`src/shared/dmnc_pkg.sv`:
```
// Constants and types for the dual-map and NMI control core.
// Assumes a 10 MHz core clock and a 16-bit processor address bus.
package dmnc_pkg;
  // Register port map, word offsets on the 4-bit register address
  localparam logic [3:0] REG_MATCH_ADDR = 4'h0;
  localparam logic [3:0] REG_CTRL = 4'h1;
  localparam logic [3:0] REG_LOAD = 4'h2;
  localparam logic [3:0] REG_STATUS = 4'h3;
  // Control register fields
  localparam int CTRL_SOM_EN = 0;
  localparam int CTRL_MATCH_USER = 1;
  localparam int CTRL_BREAKPOINT_ENABLE = 2;
  localparam int CTRL_PAR_EN = 3;
  localparam int CTRL_STEP = 4;
  localparam int CTRL_W = 5;
  localparam logic [4:0] CTRL_RST = 5'h00;
  localparam logic [15:0] MATCH_RST = 16'h0000;
  localparam logic [3:0] LOAD_RST = 4'h0;
  // Status register fields
  localparam int ST_PARITY = 0;
  localparam int ST_ABORT = 1;
  localparam int ST_MATCH = 2;
  localparam int ST_STEP = 3;
  localparam int ST_SHIFT_OUT = 4;
  localparam int ST_FORCE = 5;
  localparam int ST_SERIAL = 6;
  localparam int ST_MODE = 8;
  // Map shift register and its loadable positions
  localparam int SR_W = 6;
  localparam int LD_POS_BIT4 = 1;
  localparam int LD_POS_BIT0 = 3;
  localparam int LD_POS_BIT1 = 4;
  localparam int LD_POS_BIT2 = 5;
  // Address ranges and vectors
  localparam logic [15:0] EXEC_LO = 16'hF000;
  localparam logic [15:0] BOARD_LO = 16'hF000;
  localparam logic [15:0] VEC_NMI_LO = 16'hFFFD;
  localparam logic [15:0] VEC_SWI_LO = 16'hFFFB;
  // Switch codes on the map-mode input
  localparam logic [1:0] SW_OUT = 2'h0;
  localparam logic [1:0] SW_SINGLE = 2'h1;
  localparam logic [1:0] SW_DUAL = 2'h2;
  // Timing
  localparam int CLK_MHZ = 10;
  localparam int NMI_HOLD_CYC = 32;
  localparam int STEP_DELAY_NS = 1000;
  localparam int STEP_DELAY_CYC = (STEP_DELAY_NS * CLK_MHZ) / 1000;
  localparam int SWI_WRITES = 7;
  // Synchronised pin vector layout
  localparam int PIN_W = 6;
  localparam int PIN_RESTART = 0;
  localparam int PIN_ABORT = 1;
  localparam int PIN_PARITY_N = 2;
  localparam int PIN_HALT_SW = 3;
  localparam int PIN_MODE = 4;
  localparam logic [5:0] PIN_RST = 6'h04;

  typedef enum logic [1:0] {MODE_OUT, MODE_SINGLE, MODE_DUAL} dmnc_mode_t;
endpackage

```
`src/hdl/dmnc_core.sv`:
```
// Map-select and NMI core of a debug monitor board.
// Assumes processor bus signals sampled on core_clk_i (phase-2 rate);
// switches, restart, abort and parity lines are asynchronous pins.
//
// What this block does
// RULE_01: Switch off: access strobe goes to user map
// RULE_02: Single map: F000-FFFF exec, else user
// RULE_03: Dual map: shift output selects user or exec
// RULE_04: Reset forces both map strobes low
// RULE_05: Load strobe edge gives exactly one load
// RULE_06: Shift register loaded from four port bits
// RULE_07: Shift up each cycle, serial flop fills
// RULE_08: Load port access loads register next cycle
// RULE_09: Software presets bit four for user store
// RULE_10: Exec reset clears register and serial flop
// RULE_11: User reset sets the serial flop
// RULE_12: Sixteen-bit address match, map selected by bit
// RULE_13: Scope trigger only with stop-on-match enabled
// RULE_14: Halt-on-match switch raises match interrupt
// RULE_15: Match, abort, parity ack drop NMI at once
// RULE_16: NMI held low for 32 cycles
// RULE_17: Parity enabled: each falling fault gives ack
// RULE_18: Board NMI in dual map forces exec vector
// RULE_19: Step load starts counter, then NMI fires
// RULE_20: Separate origin flags for each NMI source
// RULE_21: Data buffers inputs except on board reads
// RULE_22: Board elements enabled by bus exec strobe
// RULE_23: Restart switch picks user or exec reset
// RULE_24: No shifting during bus grant or float
// RULE_25: Strobe drivers released on float or halt
// RULE_26: Read, seven writes, read detects soft interrupt
// RULE_27: New source does not extend NMI hold
//
// Added by the designer: the placing of the registers and strobed register access.
`timescale 1ns/1ps
module dmnc_core #(
  parameter int STEP_DELAY = dmnc_pkg::STEP_DELAY_CYC
) (
  input wire logic core_clk_i,
  input wire logic srst_i,
  input wire logic clk_en_i,
  input wire logic valid_mem_access_i,
  input wire logic [15:0] addr_i,
  input wire logic rw_i,
  input wire logic bus_grant_ack_i,
  input wire logic bus_float_request_i,
  input wire logic halt_i,
  input wire logic exec_map_bus_i,
  input wire logic [1:0] map_mode_switch_i,
  input wire logic halt_action_switch_i,
  input wire logic restart_target_switch_i,
  input wire logic restart_i,
  input wire logic abort_i,
  input wire logic parity_fault_n_i,
  input wire logic [3:0] reg_addr_i,
  input wire logic [15:0] reg_wdata_i,
  input wire logic reg_wr_i,
  input wire logic reg_rd_i,
  output logic [15:0] reg_rdata_o,
  output logic user_map_strobe_o,
  output logic exec_map_strobe_o,
  output logic map_strobe_oe_o,
  output logic nmi_n_o,
  output logic scope_trigger_o,
  output logic abort_flag_line_o,
  output logic match_flag_line_o,
  output logic step_flag_line_o,
  output logic board_select_o,
  output logic data_buf_in_o,
  output logic exec_reset_o,
  output logic user_reset_o
);
  logic [dmnc_pkg::PIN_W-1:0] pin_raw;
  logic [dmnc_pkg::PIN_W-1:0] s1_q, s2_q, s3_q, pin_q;
  logic restart_prev_q, abort_prev_q, parity_prev_q;
  logic exec_rst_q, user_rst_q, any_rst;
  logic [15:0] match_addr_q;
  logic [dmnc_pkg::CTRL_W-1:0] ctrl_q;
  logic [3:0] load_data_q;
  logic ld_stb_q, ld_cap_q, ld_pulse, shift_en;
  logic [dmnc_pkg::SR_W-1:0] sr_q, sr_load;
  logic serial_q, shift_out_map_select, force_exec_q;
  dmnc_pkg::dmnc_mode_t mode;
  logic match_hit, stop_on_match_irq, abort_rise, parity_fault_ack;
  logic step_fire, nmi_src, nmi_start;
  logic [5:0] nmi_cnt_q;
  logic [7:0] step_cnt_q;
  logic [3:0] swi_cnt_q;
  logic swi_detect, vec_fetch;
  logic parity_flag_q;
  logic st_rd;

  // Decode the map-mode switch; unknown codes fall back to off
  function automatic dmnc_pkg::dmnc_mode_t mode_of(input logic [1:0] sw);
    dmnc_pkg::dmnc_mode_t m;
    m = dmnc_pkg::MODE_OUT;
    if (sw == dmnc_pkg::SW_SINGLE) begin
      m = dmnc_pkg::MODE_SINGLE;
    end else if (sw == dmnc_pkg::SW_DUAL) begin
      m = dmnc_pkg::MODE_DUAL;
    end
    return m;
  endfunction

  assign pin_raw = {map_mode_switch_i, halt_action_switch_i,
                    parity_fault_n_i, abort_i, restart_i};

  // Three-stage pin synchroniser; a change counts once stages 2 and 3 agree
  always_ff @(posedge core_clk_i) begin
    if (srst_i) begin
      s1_q <= dmnc_pkg::PIN_RST;
      s2_q <= dmnc_pkg::PIN_RST;
      s3_q <= dmnc_pkg::PIN_RST;
      pin_q <= dmnc_pkg::PIN_RST;
    end else if (clk_en_i) begin
      s1_q <= pin_raw;
      s2_q <= s1_q;
      s3_q <= s2_q;
      for (int i = 0; i < dmnc_pkg::PIN_W; i++) begin
        if (s2_q[i] == s3_q[i]) begin
          pin_q[i] <= s3_q[i];
        end
      end
    end
  end

  assign mode = mode_of(pin_q[dmnc_pkg::PIN_MODE +: 2]);

  // Edge history of the cleaned pins
  always_ff @(posedge core_clk_i) begin
    if (srst_i) begin
      restart_prev_q <= 1'b0;
      abort_prev_q <= 1'b0;
      parity_prev_q <= 1'b1;
    end else if (clk_en_i) begin
      restart_prev_q <= pin_q[dmnc_pkg::PIN_RESTART];
      abort_prev_q <= pin_q[dmnc_pkg::PIN_ABORT];
      parity_prev_q <= pin_q[dmnc_pkg::PIN_PARITY_N];
    end
  end

  // Front-panel restart becomes a one-cycle user or exec reset
  always_ff @(posedge core_clk_i) begin
    if (srst_i) begin
      exec_rst_q <= 1'b0;
      user_rst_q <= 1'b0;
    end else if (clk_en_i) begin
      exec_rst_q <= pin_q[dmnc_pkg::PIN_RESTART] & ~restart_prev_q
                    & ~restart_target_switch_i; // [RULE_23]
      user_rst_q <= pin_q[dmnc_pkg::PIN_RESTART] & ~restart_prev_q
                    & restart_target_switch_i; // [RULE_23]
    end
  end
  assign exec_reset_o = exec_rst_q;
  assign user_reset_o = user_rst_q;
  assign any_rst = srst_i | exec_rst_q | user_rst_q;

  // Register writes
  always_ff @(posedge core_clk_i) begin
    if (srst_i) begin
      match_addr_q <= dmnc_pkg::MATCH_RST;
      ctrl_q <= dmnc_pkg::CTRL_RST;
      load_data_q <= dmnc_pkg::LOAD_RST;
    end else if (clk_en_i && reg_wr_i) begin
      unique case (reg_addr_i)
        dmnc_pkg::REG_MATCH_ADDR: match_addr_q <= reg_wdata_i;
        dmnc_pkg::REG_CTRL: ctrl_q <= reg_wdata_i[dmnc_pkg::CTRL_W-1:0];
        dmnc_pkg::REG_LOAD: load_data_q <= reg_wdata_i[3:0];
        default: ;
      endcase
    end
  end

  // Load strobe: any access to the load port; capture flop makes one pulse
  always_ff @(posedge core_clk_i) begin
    if (srst_i) begin
      ld_stb_q <= 1'b0;
      ld_cap_q <= 1'b0;
    end else if (clk_en_i) begin
      ld_stb_q <= (reg_wr_i | reg_rd_i)
                  & (reg_addr_i == dmnc_pkg::REG_LOAD); // [RULE_08]
      ld_cap_q <= ld_stb_q; // [RULE_05]
    end
  end
  assign ld_pulse = ld_stb_q & ~ld_cap_q; // [RULE_05]

  // Shifting pauses while the bus is granted away or floated
  assign shift_en = ~bus_grant_ack_i & ~bus_float_request_i; // [RULE_24]

  // Four loadable positions; the rest load as zero
  always_comb begin
    sr_load = '0;
    sr_load[dmnc_pkg::LD_POS_BIT4] = load_data_q[3]; // [RULE_06]
    sr_load[dmnc_pkg::LD_POS_BIT0] = load_data_q[0]; // [RULE_06]
    sr_load[dmnc_pkg::LD_POS_BIT1] = load_data_q[1]; // [RULE_06]
    sr_load[dmnc_pkg::LD_POS_BIT2] = load_data_q[2]; // [RULE_06]
  end

  // Map shift register; an NMI start in dual map also clears it
  always_ff @(posedge core_clk_i) begin
    if (srst_i || exec_rst_q) begin
      sr_q <= '0; // [RULE_10]
    end else if (clk_en_i) begin
      if (ld_pulse) begin
        sr_q <= sr_load; // [RULE_06] [RULE_08]
      end else if (nmi_start && mode == dmnc_pkg::MODE_DUAL) begin
        sr_q <= '0; // [RULE_18]
      end else if (shift_en) begin
        sr_q <= {sr_q[dmnc_pkg::SR_W-2:0], serial_q}; // [RULE_07]
      end
    end
  end
  assign shift_out_map_select = sr_q[dmnc_pkg::SR_W-1];

  // Serial input flop, set or cleared only by the three resets
  always_ff @(posedge core_clk_i) begin
    if (srst_i || exec_rst_q) begin
      serial_q <= 1'b0; // [RULE_10]
    end else if (clk_en_i && user_rst_q) begin
      serial_q <= 1'b1; // [RULE_11]
    end
  end

  // Map steering of the access strobe
  always_comb begin
    user_map_strobe_o = 1'b0;
    exec_map_strobe_o = 1'b0;
    if (!any_rst) begin // [RULE_04]
      unique case (mode)
        dmnc_pkg::MODE_OUT: begin
          user_map_strobe_o = valid_mem_access_i; // [RULE_01]
        end
        dmnc_pkg::MODE_SINGLE: begin
          if (addr_i >= dmnc_pkg::EXEC_LO) begin
            exec_map_strobe_o = valid_mem_access_i; // [RULE_02]
          end else begin
            user_map_strobe_o = valid_mem_access_i; // [RULE_02]
          end
        end
        dmnc_pkg::MODE_DUAL: begin
          if (shift_out_map_select && !force_exec_q) begin
            user_map_strobe_o = valid_mem_access_i; // [RULE_03]
          end else begin
            exec_map_strobe_o = valid_mem_access_i; // [RULE_03] [RULE_18]
          end
        end
      endcase
    end
  end
  // Let another module own the strobes while floated or halted
  assign map_strobe_oe_o = ~bus_float_request_i & ~halt_i; // [RULE_25]

  // On-board elements answer only the exec strobe seen on the bus
  assign board_select_o = exec_map_bus_i
                          & (addr_i >= dmnc_pkg::BOARD_LO); // [RULE_22]
  assign data_buf_in_o = ~(board_select_o & rw_i); // [RULE_21]

  // Address match and stop-on-match request
  assign match_hit = valid_mem_access_i & (addr_i == match_addr_q)
                     & (ctrl_q[dmnc_pkg::CTRL_MATCH_USER] ?
                        user_map_strobe_o : exec_map_strobe_o); // [RULE_12]
  assign scope_trigger_o = match_hit
                           & ctrl_q[dmnc_pkg::CTRL_SOM_EN]; // [RULE_13]
  assign stop_on_match_irq = scope_trigger_o
                             & pin_q[dmnc_pkg::PIN_HALT_SW]; // [RULE_14]

  // Other NMI sources
  assign abort_rise = pin_q[dmnc_pkg::PIN_ABORT] & ~abort_prev_q;
  assign parity_fault_ack = ~pin_q[dmnc_pkg::PIN_PARITY_N] & parity_prev_q
                            & ctrl_q[dmnc_pkg::CTRL_PAR_EN]; // [RULE_17]
  assign step_fire = (step_cnt_q == 8'h01);
  assign nmi_src = stop_on_match_irq | abort_rise | parity_fault_ack
                   | step_fire;
  // Sources seen while the hold runs are dropped, not queued
  assign nmi_start = clk_en_i & nmi_src & (nmi_cnt_q == 6'h00); // [RULE_27]

  // Single-step delay, armed by the load pulse when stepping
  always_ff @(posedge core_clk_i) begin
    if (srst_i) begin
      step_cnt_q <= 8'h00;
    end else if (clk_en_i) begin
      if (ld_pulse && ctrl_q[dmnc_pkg::CTRL_STEP]) begin
        step_cnt_q <= 8'(STEP_DELAY); // [RULE_19]
      end else if (step_cnt_q != 8'h00) begin
        step_cnt_q <= step_cnt_q - 8'h01; // [RULE_19]
      end
    end
  end

  // NMI hold counter; the start cycle is the first of the hold
  always_ff @(posedge core_clk_i) begin
    if (srst_i) begin
      nmi_cnt_q <= 6'h00;
    end else if (clk_en_i) begin
      if (nmi_start) begin
        nmi_cnt_q <= 6'(dmnc_pkg::NMI_HOLD_CYC - 1); // [RULE_16]
      end else if (nmi_cnt_q != 6'h00) begin
        nmi_cnt_q <= nmi_cnt_q - 6'h01; // [RULE_16] [RULE_27]
      end
    end
  end
  // Combinational path so the line falls in the source's own cycle
  assign nmi_n_o = ~(nmi_start | (nmi_cnt_q != 6'h00)); // [RULE_15]

  // Soft-interrupt detector: read, seven writes, read
  always_ff @(posedge core_clk_i) begin
    if (srst_i || bus_float_request_i) begin
      swi_cnt_q <= 4'h0; // [RULE_26]
    end else if (clk_en_i && shift_en && valid_mem_access_i) begin
      if (swi_cnt_q == 4'h0 || swi_cnt_q == 4'(dmnc_pkg::SWI_WRITES + 1)) begin
        swi_cnt_q <= rw_i ? 4'h1 : 4'h0;
      end else if (!rw_i) begin
        swi_cnt_q <= swi_cnt_q + 4'h1; // [RULE_26]
      end else begin
        swi_cnt_q <= 4'h1;
      end
    end
  end
  assign swi_detect = clk_en_i & shift_en & valid_mem_access_i & rw_i
                      & (swi_cnt_q == 4'(dmnc_pkg::SWI_WRITES + 1));

  // Force exec map until the vector fetch completes
  assign vec_fetch = valid_mem_access_i & rw_i
                     & (addr_i == dmnc_pkg::VEC_NMI_LO
                        || addr_i == dmnc_pkg::VEC_SWI_LO);
  always_ff @(posedge core_clk_i) begin
    if (any_rst) begin
      force_exec_q <= 1'b0;
    end else if (clk_en_i) begin
      if (mode == dmnc_pkg::MODE_DUAL && (nmi_start || (swi_detect
          && ctrl_q[dmnc_pkg::CTRL_BREAKPOINT_ENABLE]))) begin
        force_exec_q <= 1'b1; // [RULE_18] [RULE_26]
      end else if (vec_fetch) begin
        force_exec_q <= 1'b0;
      end
    end
  end

  // Origin flags; a status read clears them, a new event wins
  assign st_rd = clk_en_i & reg_rd_i & (reg_addr_i == dmnc_pkg::REG_STATUS);
  always_ff @(posedge core_clk_i) begin
    if (srst_i) begin
      parity_flag_q <= 1'b0;
      abort_flag_line_o <= 1'b0;
      match_flag_line_o <= 1'b0;
      step_flag_line_o <= 1'b0;
    end else if (clk_en_i) begin
      parity_flag_q <= parity_fault_ack
                       | (parity_flag_q & ~st_rd); // [RULE_20]
      abort_flag_line_o <= abort_rise
                           | (abort_flag_line_o & ~st_rd); // [RULE_20]
      match_flag_line_o <= stop_on_match_irq
                           | (match_flag_line_o & ~st_rd); // [RULE_20]
      step_flag_line_o <= step_fire
                          | (step_flag_line_o & ~st_rd); // [RULE_20]
    end
  end

  // Read data, one cycle after the read strobe; unmapped reads zero
  always_ff @(posedge core_clk_i) begin
    if (srst_i) begin
      reg_rdata_o <= 16'h0000;
    end else if (clk_en_i) begin
      reg_rdata_o <= 16'h0000;
      if (reg_rd_i) begin
        unique case (reg_addr_i)
          dmnc_pkg::REG_MATCH_ADDR: reg_rdata_o <= match_addr_q;
          dmnc_pkg::REG_CTRL: reg_rdata_o <= 16'(ctrl_q);
          dmnc_pkg::REG_LOAD: reg_rdata_o <= 16'(load_data_q);
          dmnc_pkg::REG_STATUS: begin
            reg_rdata_o[dmnc_pkg::ST_PARITY] <= parity_flag_q;
            reg_rdata_o[dmnc_pkg::ST_ABORT] <= abort_flag_line_o;
            reg_rdata_o[dmnc_pkg::ST_MATCH] <= match_flag_line_o;
            reg_rdata_o[dmnc_pkg::ST_STEP] <= step_flag_line_o;
            reg_rdata_o[dmnc_pkg::ST_SHIFT_OUT] <= shift_out_map_select;
            reg_rdata_o[dmnc_pkg::ST_FORCE] <= force_exec_q;
            reg_rdata_o[dmnc_pkg::ST_SERIAL] <= serial_q;
            reg_rdata_o[dmnc_pkg::ST_MODE +: 2] <= mode;
          end
          default: ;
        endcase
      end
    end
  end

  // Checks on the design's own outputs and internal state
  a_off_user_copy: assert property (@(posedge core_clk_i) disable iff (srst_i)
    (mode == dmnc_pkg::MODE_OUT && !any_rst) |->
    (user_map_strobe_o == valid_mem_access_i) && !exec_map_strobe_o) // [RULE_01]
    else $error("off mode strobe mismatch");
  a_single_split: assert property (@(posedge core_clk_i) disable iff (srst_i)
    (mode == dmnc_pkg::MODE_SINGLE && !any_rst && valid_mem_access_i) |->
    (exec_map_strobe_o == (addr_i >= 16'hF000))) // [RULE_02]
    else $error("single map split wrong");
  a_reset_low: assert property (@(posedge core_clk_i)
    any_rst |-> !user_map_strobe_o && !exec_map_strobe_o) // [RULE_04]
    else $error("strobe during reset");
  a_one_load: assert property (@(posedge core_clk_i) disable iff (srst_i)
    ld_pulse |=> !ld_pulse) // [RULE_05]
    else $error("double load pulse");
  a_shift_step: assert property (@(posedge core_clk_i) disable iff (any_rst)
    (clk_en_i && shift_en && !ld_pulse && !nmi_start) |=>
    sr_q[dmnc_pkg::SR_W-1] == $past(sr_q[dmnc_pkg::SR_W-2])) // [RULE_07]
    else $error("shift did not advance");
  a_shift_hold: assert property (@(posedge core_clk_i) disable iff (any_rst)
    (clk_en_i && bus_float_request_i && !ld_pulse && !nmi_start) |=>
    $stable(sr_q)) // [RULE_24]
    else $error("shift during float");
  a_exec_rst_clr: assert property (@(posedge core_clk_i)
    exec_rst_q |=> sr_q == '0 && !serial_q) // [RULE_10]
    else $error("exec reset left state");
  a_trigger_gate: assert property (@(posedge core_clk_i) disable iff (srst_i)
    scope_trigger_o |-> ctrl_q[dmnc_pkg::CTRL_SOM_EN] && match_hit) // [RULE_13]
    else $error("trigger without enable");
  a_nmi_now: assert property (@(posedge core_clk_i) disable iff (srst_i)
    (clk_en_i && nmi_src) |-> !nmi_n_o) // [RULE_15]
    else $error("nmi not immediate");
  a_nmi_hold: assert property (@(posedge core_clk_i) disable iff (srst_i)
    (nmi_start && clk_en_i) |=> (!nmi_n_o || !clk_en_i) [*8]) // [RULE_16]
    else $error("nmi released early");
  a_nmi_release: assert property (@(posedge core_clk_i) disable iff (srst_i)
    (clk_en_i && nmi_cnt_q == 6'h01) |=> nmi_cnt_q == 6'h00) // [RULE_27]
    else $error("nmi hold extended");
  a_buf_dir: assert property (@(posedge core_clk_i)
    !data_buf_in_o |-> exec_map_bus_i && rw_i) // [RULE_21]
    else $error("buffer out without read");
  c_dual_user: cover property (@(posedge core_clk_i)
    mode == dmnc_pkg::MODE_DUAL && user_map_strobe_o);
  c_nmi_fire: cover property (@(posedge core_clk_i) nmi_start);
  c_swi_seen: cover property (@(posedge core_clk_i) swi_detect);
endmodule

```
`config.mk`:
```
export PLATFORM = sky130hd
export DESIGN_NAME = dmnc_core
export DESIGN_NICKNAME = d
export VERILOG_FILES = /design/src/shared/dmnc_pkg.sv /design/src/hdl/dmnc_core.sv
export SDC_FILE = /design/constraint.sdc
export NUM_CORES = 1
export LEC_CHECK = 0
export ABC_CLOCK_PERIOD_IN_PS = 4700
export BUFFER_PORTS_ARGS = -buffer_cell sky130_fd_sc_hd__buf_4
export CORE_ASPECT_RATIO = 1.4
export CORE_UTILIZATION = 45
export CTS_BUF_LIST = sky130_fd_sc_hd__clkbuf_8 sky130_fd_sc_hd__clkbuf_16
export CTS_CLUSTER_DIAMETER = 50
export DETAILED_ROUTE_END_ITERATION = 10
export HOLD_SLACK_MARGIN = 0.05
export PLACE_DENSITY = 0.72
export SLEW_MARGIN = 30
export SYNTH_ARGS = -nofsm -noshare
export SYNTH_HDL_FRONTEND = slang
export SYNTH_SLANG_ARGS = --single-unit
```
`constraint.sdc`:
```
create_clock -name core_clk_i -period 4.7 [get_ports core_clk_i]
set_clock_uncertainty 0.15 [all_clocks]
set_input_delay 0.94 -clock core_clk_i [delete_from_list [all_inputs] [get_ports core_clk_i]]
set_output_delay 0.94 -clock core_clk_i [all_outputs]
set_load 0.05 [all_outputs]
```
==> results.txt, run 1 <==
The run finished with clean final reports. The core area came out at 10,100 um^2. After detailed routing, the number of vias per cell comes to roughly 5.7. The count of buffers added by post-CTS timing repair for setup came out at 0. The floorplan step defined a die boundary enclosing about 11,000 um^2. The peak per-stage delay on the critical path came out at 0.53 ns.

The total leakage power came out at 0.00223 uW. The post-route antenna net violation count came out at 0. The post-cts sizing count is 0.

The number of top-level pins is 82. The sum of met3 wire segment lengths after detailed routing is just under 800 um. Traced cell by cell, the critical path runs through buf_4, or4b_4, or3_1, o22ai_2, nor4b_2, nor3_1, buf_4.

TritonCTS built the clock tree. The part of the cycle the worst path needs is between 80% and 90%. The warning count from the yosys run came out at 0. The average footprint of a synthesized cell is around 8.6 um^2.

The number of remaining DRC errors came out at 0. The number of flops mapped to enable cells by yosys came out at 0. The die outline width came out at 88.5 um. The number of global-route vias before repair came out at just over 4,000.

Data on the critical path is required at its endpoint by roughly 3.6 ns. Relative to the synthesized area, the layout overhead comes to 22.4%. The length of routed met2 wiring came out at between 6000 and 7000 um. The number of instances in the synthesized netlist is 549. The endpoint identified for the worst register-to-register timing path is nmi_cnt_q[4]. STA classifies the critical path startpoint as an input port. Across the VDD grid, the largest voltage drop is approximately 0.23 mV. The die height is around 120 um. The distinct cell type count of the synthesized netlist came out at 55.

The average routed wire per standard cell is 16.3 um. The routed metal-1 wirelength came out at slightly below 5000 um. STA classifies the critical path endpoint as an output port. Based on the critical path, the design can be clocked at up to ~240 MHz.

The number of rows in the core area came out at 43. The number of clock sinks seen by CTS came out at slightly above 100. The cell count of the worst reg-to-reg path came out at 6. The share of final-layout standard cells stronger than drive strength 1 is roughly a fifth. The synthesized netlist net count is slightly above 600. The maximum number of pins on one net before global-route repair is 93.

The initial standard-cell utilization of the core came out at between 40% and 50%. The most common cell after layout, fill and taps aside is dfxtp_1. The final-report max-slew violation count came out at 0. The path with the worst hold slack has its endpoint at s2_q[2]. Summed over all layers, the routed wires come to 12,400 um.

The power density of the placed cells is between 300 and 400 nW/um^2. The number of hold buffers added after CTS came out at 0. The data arrival at the endpoint of the critical path came out at 3.05 ns. At the end of routability-driven placement, the weighted congestion stood at between 0.8 and 0.9. During placement, the flow inserted port buffers numbering approximately 80. The normalized max-slew margin came out at 38.3%.

The initial antenna violation count came to 0. The type of the worst setup path is input port to output port. Among all flip-flop cells after synthesis, the most frequent one is dfxtp_1. The number of stages on the worst hold path is 1. The number of diodes added for antenna fixing came out at 0. By area the synthesized netlist is led by dfxtp_1, nor2_1, mux2i_1. The uppermost metal layer occupied by signal nets is met4. In this run the critical register-to-register path is launched from user_reset_o. The clock period minus final worst setup slack is around 4.1 ns. The reg-to-reg setup timing slack came out at between 1.5 and 2 ns. The net count of the finished layout is 680. In this run the number of H-tree levels came out at 3. Sequential cells were found to cover between 40% and 50% of the synthesized design area. The fraction of registers with async set or reset after synthesis came out at 0%.

Among the stages of the critical path, the cell type that occurs most often is buf_4. Leaving out fill and tap cells, the most frequent cells in the layout are dfxtp_1, buf_4, nor2_1. The tool flagged a number of max-cap violations equal to 0. Setup repair after global routing left no endpoint under its margin.

The total overflow left after global routing is 0. Clock-pin slew was measured on the worst setup and hold paths at about 0.060 ns. Setup violations remaining at the end of the flow were counted as 0.

The overall power consumption came out at between 2000 and 2500 uW. The sum of negative setup slack is 0 ns. The violation count after the first detailed-routing iteration is 247. The overall global routing resource usage is a little under a quarter. The path class of the tightest hold or removal check is register to register. The worst hold path begins at s1_q[2]. The slew at the pin closest to its max-slew limit is between 0.9 and 1 ns. The share of the synthesized area in the top cell type came out at 43.4%. The clock passes through at most 2 buffers.

The wire length of the first global-routing pass came out at 19,400 um. The number of vias in the routed layout came out at between 4,000 and 5,000. After legalization and detailed placement, the total HPWL measured 8940 um. The maximum fanout encountered on the critical timing path came out at 6. In this run, CTS created clock tree buffers numbering 9. Counting flops and latches in the post-synthesis netlist gives 102. The dominant cell type by area after synthesis is dfxtp_1. For the worst-skew pair, the clock arrives at the later sink with an insertion delay of roughly 0.35 ns. The count of final hold-check violations is 0. The root buffer cell is clkbuf_16.

The critical-path cell with the highest stage delay is nor4b_2. The number of optimization iterations in the first detailed-route pass came out at 5. After synthesis the cells add up to 4710 um^2.
## metrics by stage
step                      instance area, um^2  cells  utilization [%]  hold WS, ns  setup WS [ns]
after floorplan                          4710    549                -        0.281          0.483
after global placement                   5420    742             53.9        0.286          0.633
after detailed placement                 5420    742             53.9        0.307          0.581
after CTS                                5760    758             57.2        0.318          0.586
after global routing                     5770    758             57.3        0.344          0.452
final                                    5770    758             57.3        0.315          0.560
## cells by family after synthesis
logic type	after synthesis	share of synthesized area [%]
AOI/OAI and AO/OA	112	15.4
xor gates and xnor gates	23	4.28
adders and majority gates	8	2.13
buffers and inverters	49	3.91
DFF	102	43.4
muxes	30	7.49
and+or+nand+nor	225	23.4
## worst max-delay path by stage
stage,startpoint,endpoint,depth (start not counted)
6_report,valid_mem_access_i,nmi_n_o,7
5_1_grt,valid_mem_access_i,nmi_n_o,7
4_1_cts,valid_mem_access_i,nmi_n_o,7
3_5_place_dp,valid_mem_access_i,nmi_n_o,7
3_3_place_gp,valid_mem_access_i,nmi_n_o,7
2_1_floorplan,srst_i,scope_trigger_o,4
## synthesized netlist by cell type (3+ instances only)
cell      instances
nand4_1          15
xor2_1            4
mux2i_1          24
a211oi_1          3
or2_2             4
nand3_1          13
nand2b_1          4
mux4_2            4
nor3_1           15
nand2_1          56
o21ai_0          16
nor2b_1           9
nor2_1           72
o211ai_1          3
a22oi_1          18
clkbuf_1         24
ha_1              8
dfxtp_1         102
nor4b_1           3
a21oi_1          43
a31oi_1           5
a211o_1           4
and2_1            9
buf_1             4
and3_1            3
inv_1            21
a221oi_1          3
or4_1             3
xnor2_1          19
nor4_1            6
## critical path: cells and delay by family
| kind | cells | cell delay, ns |
|---|---|---|
| buf+inv | 2 | 0.36 |
| simple gates | 4 | 1.50 |
| compound gates | 1 | 0.24 |
## power breakdown
| group | switching [uW] | leakage (uW) | internal (uW) | total, uW |
|---|---|---|---|---|
| clock network | 322 | 0.000163 | 517 | 839 |
| logic | 279 | 0.00124 | 200 | 478 |
| registers | 48.8 | 0.000827 | 918 | 967 |
## state kept, by name, summed over array words and instances, names as in the netlist, 4 cells and up
name and count:
swi_cnt_q 4, s1_q 6, s2_q 6, step_cnt_q 8, reg_rdata_o 16, load_data_q 4
nmi_cnt_q 6, ctrl_q 5, s3_q 6, pin_q 6, match_addr_q 16, sr_q 6
## cell type report
class | instances | area [um^2]
inverters | 21 | 78.8
repair buffers | 86 | 646
flip-flops and latches | 102 | 2040
fillers | 890 | 4300
multi-input cells | 398 | 2490
clock inverters | 7 | 114
clock buffers | 9 | 225
well taps | 135 | 169
## layer usage
metal  global-route usage (%)  up-vias
met3                     5.07       40
met2                     40.9      157
li1                         -     2079
met4                     15.6        0
met5                        0        -
met1                     25.4     2024
Power figures use the tool's default switching activity.
==> run 2: changes to the inputs <==
--- a/config.mk
+++ b/config.mk
@@ -5,7 +5,6 @@
 export SDC_FILE = /design/constraint.sdc
 export NUM_CORES = 1
 export LEC_CHECK = 0
-export ABC_CLOCK_PERIOD_IN_PS = 4700
 export BUFFER_PORTS_ARGS = -buffer_cell sky130_fd_sc_hd__buf_4
 export CORE_ASPECT_RATIO = 1.4
 export CORE_UTILIZATION = 45
==> constraint.sdc (replaced) <==
create_clock -name core_clk_i -period 4.7 [get_ports core_clk_i]
set_clock_uncertainty 0.15 [all_clocks]
set_input_delay 0 -clock core_clk_i [delete_from_list [all_inputs] [get_ports core_clk_i]]
set_output_delay 0 -clock core_clk_i [all_outputs]
set_load 0.05 [all_outputs]
==> results.txt, run 2 (synthesis gave the netlist of run 1 again) <==
The run finished with clean final reports. The maximum fanout encountered on the critical timing path is 6 (unchanged). The overall global routing resource usage came out at 23.7% (+0.047 points). The violation count after the first detailed-routing iteration came out at 208 (-16%). The worst setup path is launched from a register. The initial standard-cell utilization of the core is 46.8% (unchanged). The total routed wirelength is 12,500 um (+1.1%). The number of failing setup endpoints in the final timing report came out at 0 (unchanged).

The path class of the tightest hold or removal check is input port to register. The sum of negative setup slack came out at 0 ns (unchanged). The core utilization of the finished layout came out at 59.9% (+2.6 points). The average routed wire per standard cell came to 15.9 um (-2.4%).

In the final layout, the registers with the most flip-flops are match_addr_q: 16 flops, reg_rdata_o: 16 flops, step_cnt_q: 8 flops. The combinational cell fraction of total power is 21.3% (+0.4 points). The TritonCTS clock tree is built.

The number of diodes added for antenna fixing came out at 0 (unchanged). The final weighted congestion in routability-driven placement was 0.889 (+6.7%). Setup repair after global routing left no endpoint under its margin. The worst path required time is 4.55 ns (+0.94 ns).

The detail-routed via count per cell came out at 5.57 (-1.9%). The detailed placer's ending HPWL is 8810 um (-1.5%). The count of final hold-check violations came out at 0 (unchanged).

The number of remaining DRC errors came out at 0 (unchanged). The post-route antenna net violation count is 0 (unchanged). The total global routing overflow is 0 (unchanged). The number of buffers added by the clock tree synthesis step is 9 (unchanged). The initial antenna violation count is 0 (unchanged). The insertion delay of the later-clocked pin in the worst-skew pair came out at 0.34 ns (about the same). The number of max-cap violations is 0 (unchanged). The part of the cycle the worst path needs is 60.2% (-28 points). The slew at the pin closest to its max-slew limit is 0.977 ns (+0.0512 ns). The number of H-tree levels came out at 3 (unchanged). The most common cell after layout, fill and taps aside is dfxtp_1. The maximum buffer depth of the clock tree is 2 (unchanged). The number of top-level pins is 82 (unchanged). The number of inserted filler cells in the final layout is 887 (-0.34%). The internal power contribution is 1610 uW (-1.5%).

The most critical setup path has its endpoint at nmi_n_o. The most critical setup path has its startpoint at user_reset_o. The clock network power share is 35.5% (-1.2 points). The wire length of the first global-routing pass is 19,600 um (+0.75%). The critical path is of the register to output port type. Leaving out fill and tap cells, the most frequent cells in the layout are dfxtp_1, buf_4, nor2_1. The final-report max-slew violation count is 0 (unchanged).

The clock-pin slew reported for the worst setup and hold paths after clock tree synthesis came out at 0.06 ns (about the same). The part of the power in registers came out at 43.2% (+0.9 points). The area of placed instances came out at 5400 um^2 (-0.42%).

The reg-to-reg setup timing slack is 1.88 ns (+0.07 ns). The cell count of the worst reg-to-reg path came out at 6 (unchanged). The capture point of the worst reg-to-reg path is nmi_cnt_q[4]. The maximum number of pins on one net before global-route repair was 94 (+1.1%).

The area growth from synthesis to layout is 28.1%. The number of vias in the routed layout is 4,370 (+1.6%). The power density of the placed cells came out at 372 nW/um^2 (-6.2%).

The root buffer cell is clkbuf_16. The reported net switching power is 631 uW (-2.9%). The number of stages on the worst hold path came out at 3 (+2).

The net count of the finished layout is 708 (+4.1%). The number of global-route vias before repair came out at 4,188 (+1.7%). The number of optimization iterations in the first detailed-route pass is 5 (unchanged). The maximum achievable frequency is 353 MHz (+46%). The peak ir drop on the vdd network was 0.193 mV (-17%). The clock period minus final worst setup slack came out at 2.83 ns (-1.31 ns).

The core area is 10,100 um^2 (unchanged). The number of rows in the core area came to 43 (unchanged). The total leakage power came to 0.00234 uW (+5.2%). The kind of end point of the critical path is an output port. The count of buffers added by post-CTS timing repair for setup came out at 0 (unchanged). The total die area came out at 10,900 um^2 (unchanged). The switching share of total power came out at 28.2% (-0.28 points).

The number of buffers added on ports is 81 (unchanged). The share of final-layout standard cells stronger than drive strength 1 came out at 17.5% (-1.6 points). The number of clock sinks seen by CTS came out at 102 (unchanged). The normalized max-slew margin is 34.0% (-4.3 points). The data arrival at the endpoint of the critical path came to 2.68 ns (-0.37 ns).

The design area is 6030 um^2 (+4.6%). The start of the worst register-to-register path is user_reset_o. The die outline width is 88.5 um (unchanged). The die height is 123 um (unchanged).
## run 2: cell types whose count changed in the layout (fill, tap and decap cells not counted)
cell | previous run | this run
o41ai_1 | 1 | 2
bufinv_16 | 3 | 2
o41ai_2 | 1 | 0
clkinvlp_4 | 2 | 1
clkbuf_8 | 0 | 2
clkinv_2 | 1 | 0
buf_4 | 86 | 83
dlygate4sd3_1 | 0 | 31
## run 2: metal layers
layer / vias to the layer above / global-route usage [%] / wire, um
met1: 2061 / 25.9 / 4980
met5: - / 0 / 0
met4: 0 / 11.1 / 429
li1: 2140 / - / -
met2: 139 / 44.0 / 6520
met3: 30 / 3.27 / 560
## run 2: power by group through the flow
stage	Combinational, uW	Sequential (uW)	Clock (uW)
after global placement	444	982	0
after floorplan	321	980	0
final	476	969	796
after global routing	524	975	844
after detailed placement	453	986	0
after CTS	475	967	813
## run 2: how the worst min path moves through the flow
stage                   startpoint          endpoint  slack [ns]
2_1_floorplan  bus_float_request_i      swi_cnt_q[3]       -0.08
3_3_place_gp      parity_fault_n_i           s1_q[2]        0.06
3_5_place_dp      parity_fault_n_i           s1_q[2]        0.06
4_1_cts              reg_addr_i[0]    reg_rdata_o[3]        0.06
5_1_grt              reg_addr_i[0]    reg_rdata_o[3]        0.09
6_report                  clk_en_i  step_flag_line_o        0.07
## run 2: through the flow
step | worst slack, ns | cells | total power [uW] | hold slack, ns
final | 1.87 | 785 | 2240 | 0.0661
after global routing | 1.73 | 785 | 2340 | 0.0930
after CTS | 1.87 | 785 | 2250 | 0.0577
after detailed placement | 1.81 | 739 | 1440 | 0.0618
after global placement | 1.86 | 739 | 1430 | 0.0603
after floorplan | 1.74 | 549 | 1300 | -0.0772
## run 2: layout make-up
| cell class | instances | area [um^2] | area share, % |
|---|---|---|---|
| clock buffer | 11 | 253 | 4.19 |
| clock inverter | 4 | 71.3 | 1.18 |
| tap | 135 | 169 | 2.80 |
| multi-input combinational | 398 | 2480 | 41.2 |
| sequential | 102 | 2040 | 33.9 |
| inverter | 21 | 78.8 | 1.31 |
| timing repair buffer | 114 | 933 | 15.5 |
## run 2: repair_timing
item	4_1_cts	5_1_grt
hold buffers	31	0
setup endpoints to repair	0	0
resized for setup	0	0
endpoints found under the hold margin	39	0
## run 2: critical path, stage by stage (launching register included)
cell	delay, ns
dfxtp_1	0.36
or4b_4	0.57
or3_1	0.33
o22ai_2	0.23
nor4b_2	0.46
nor3_1	0.16
buf_4	0.23
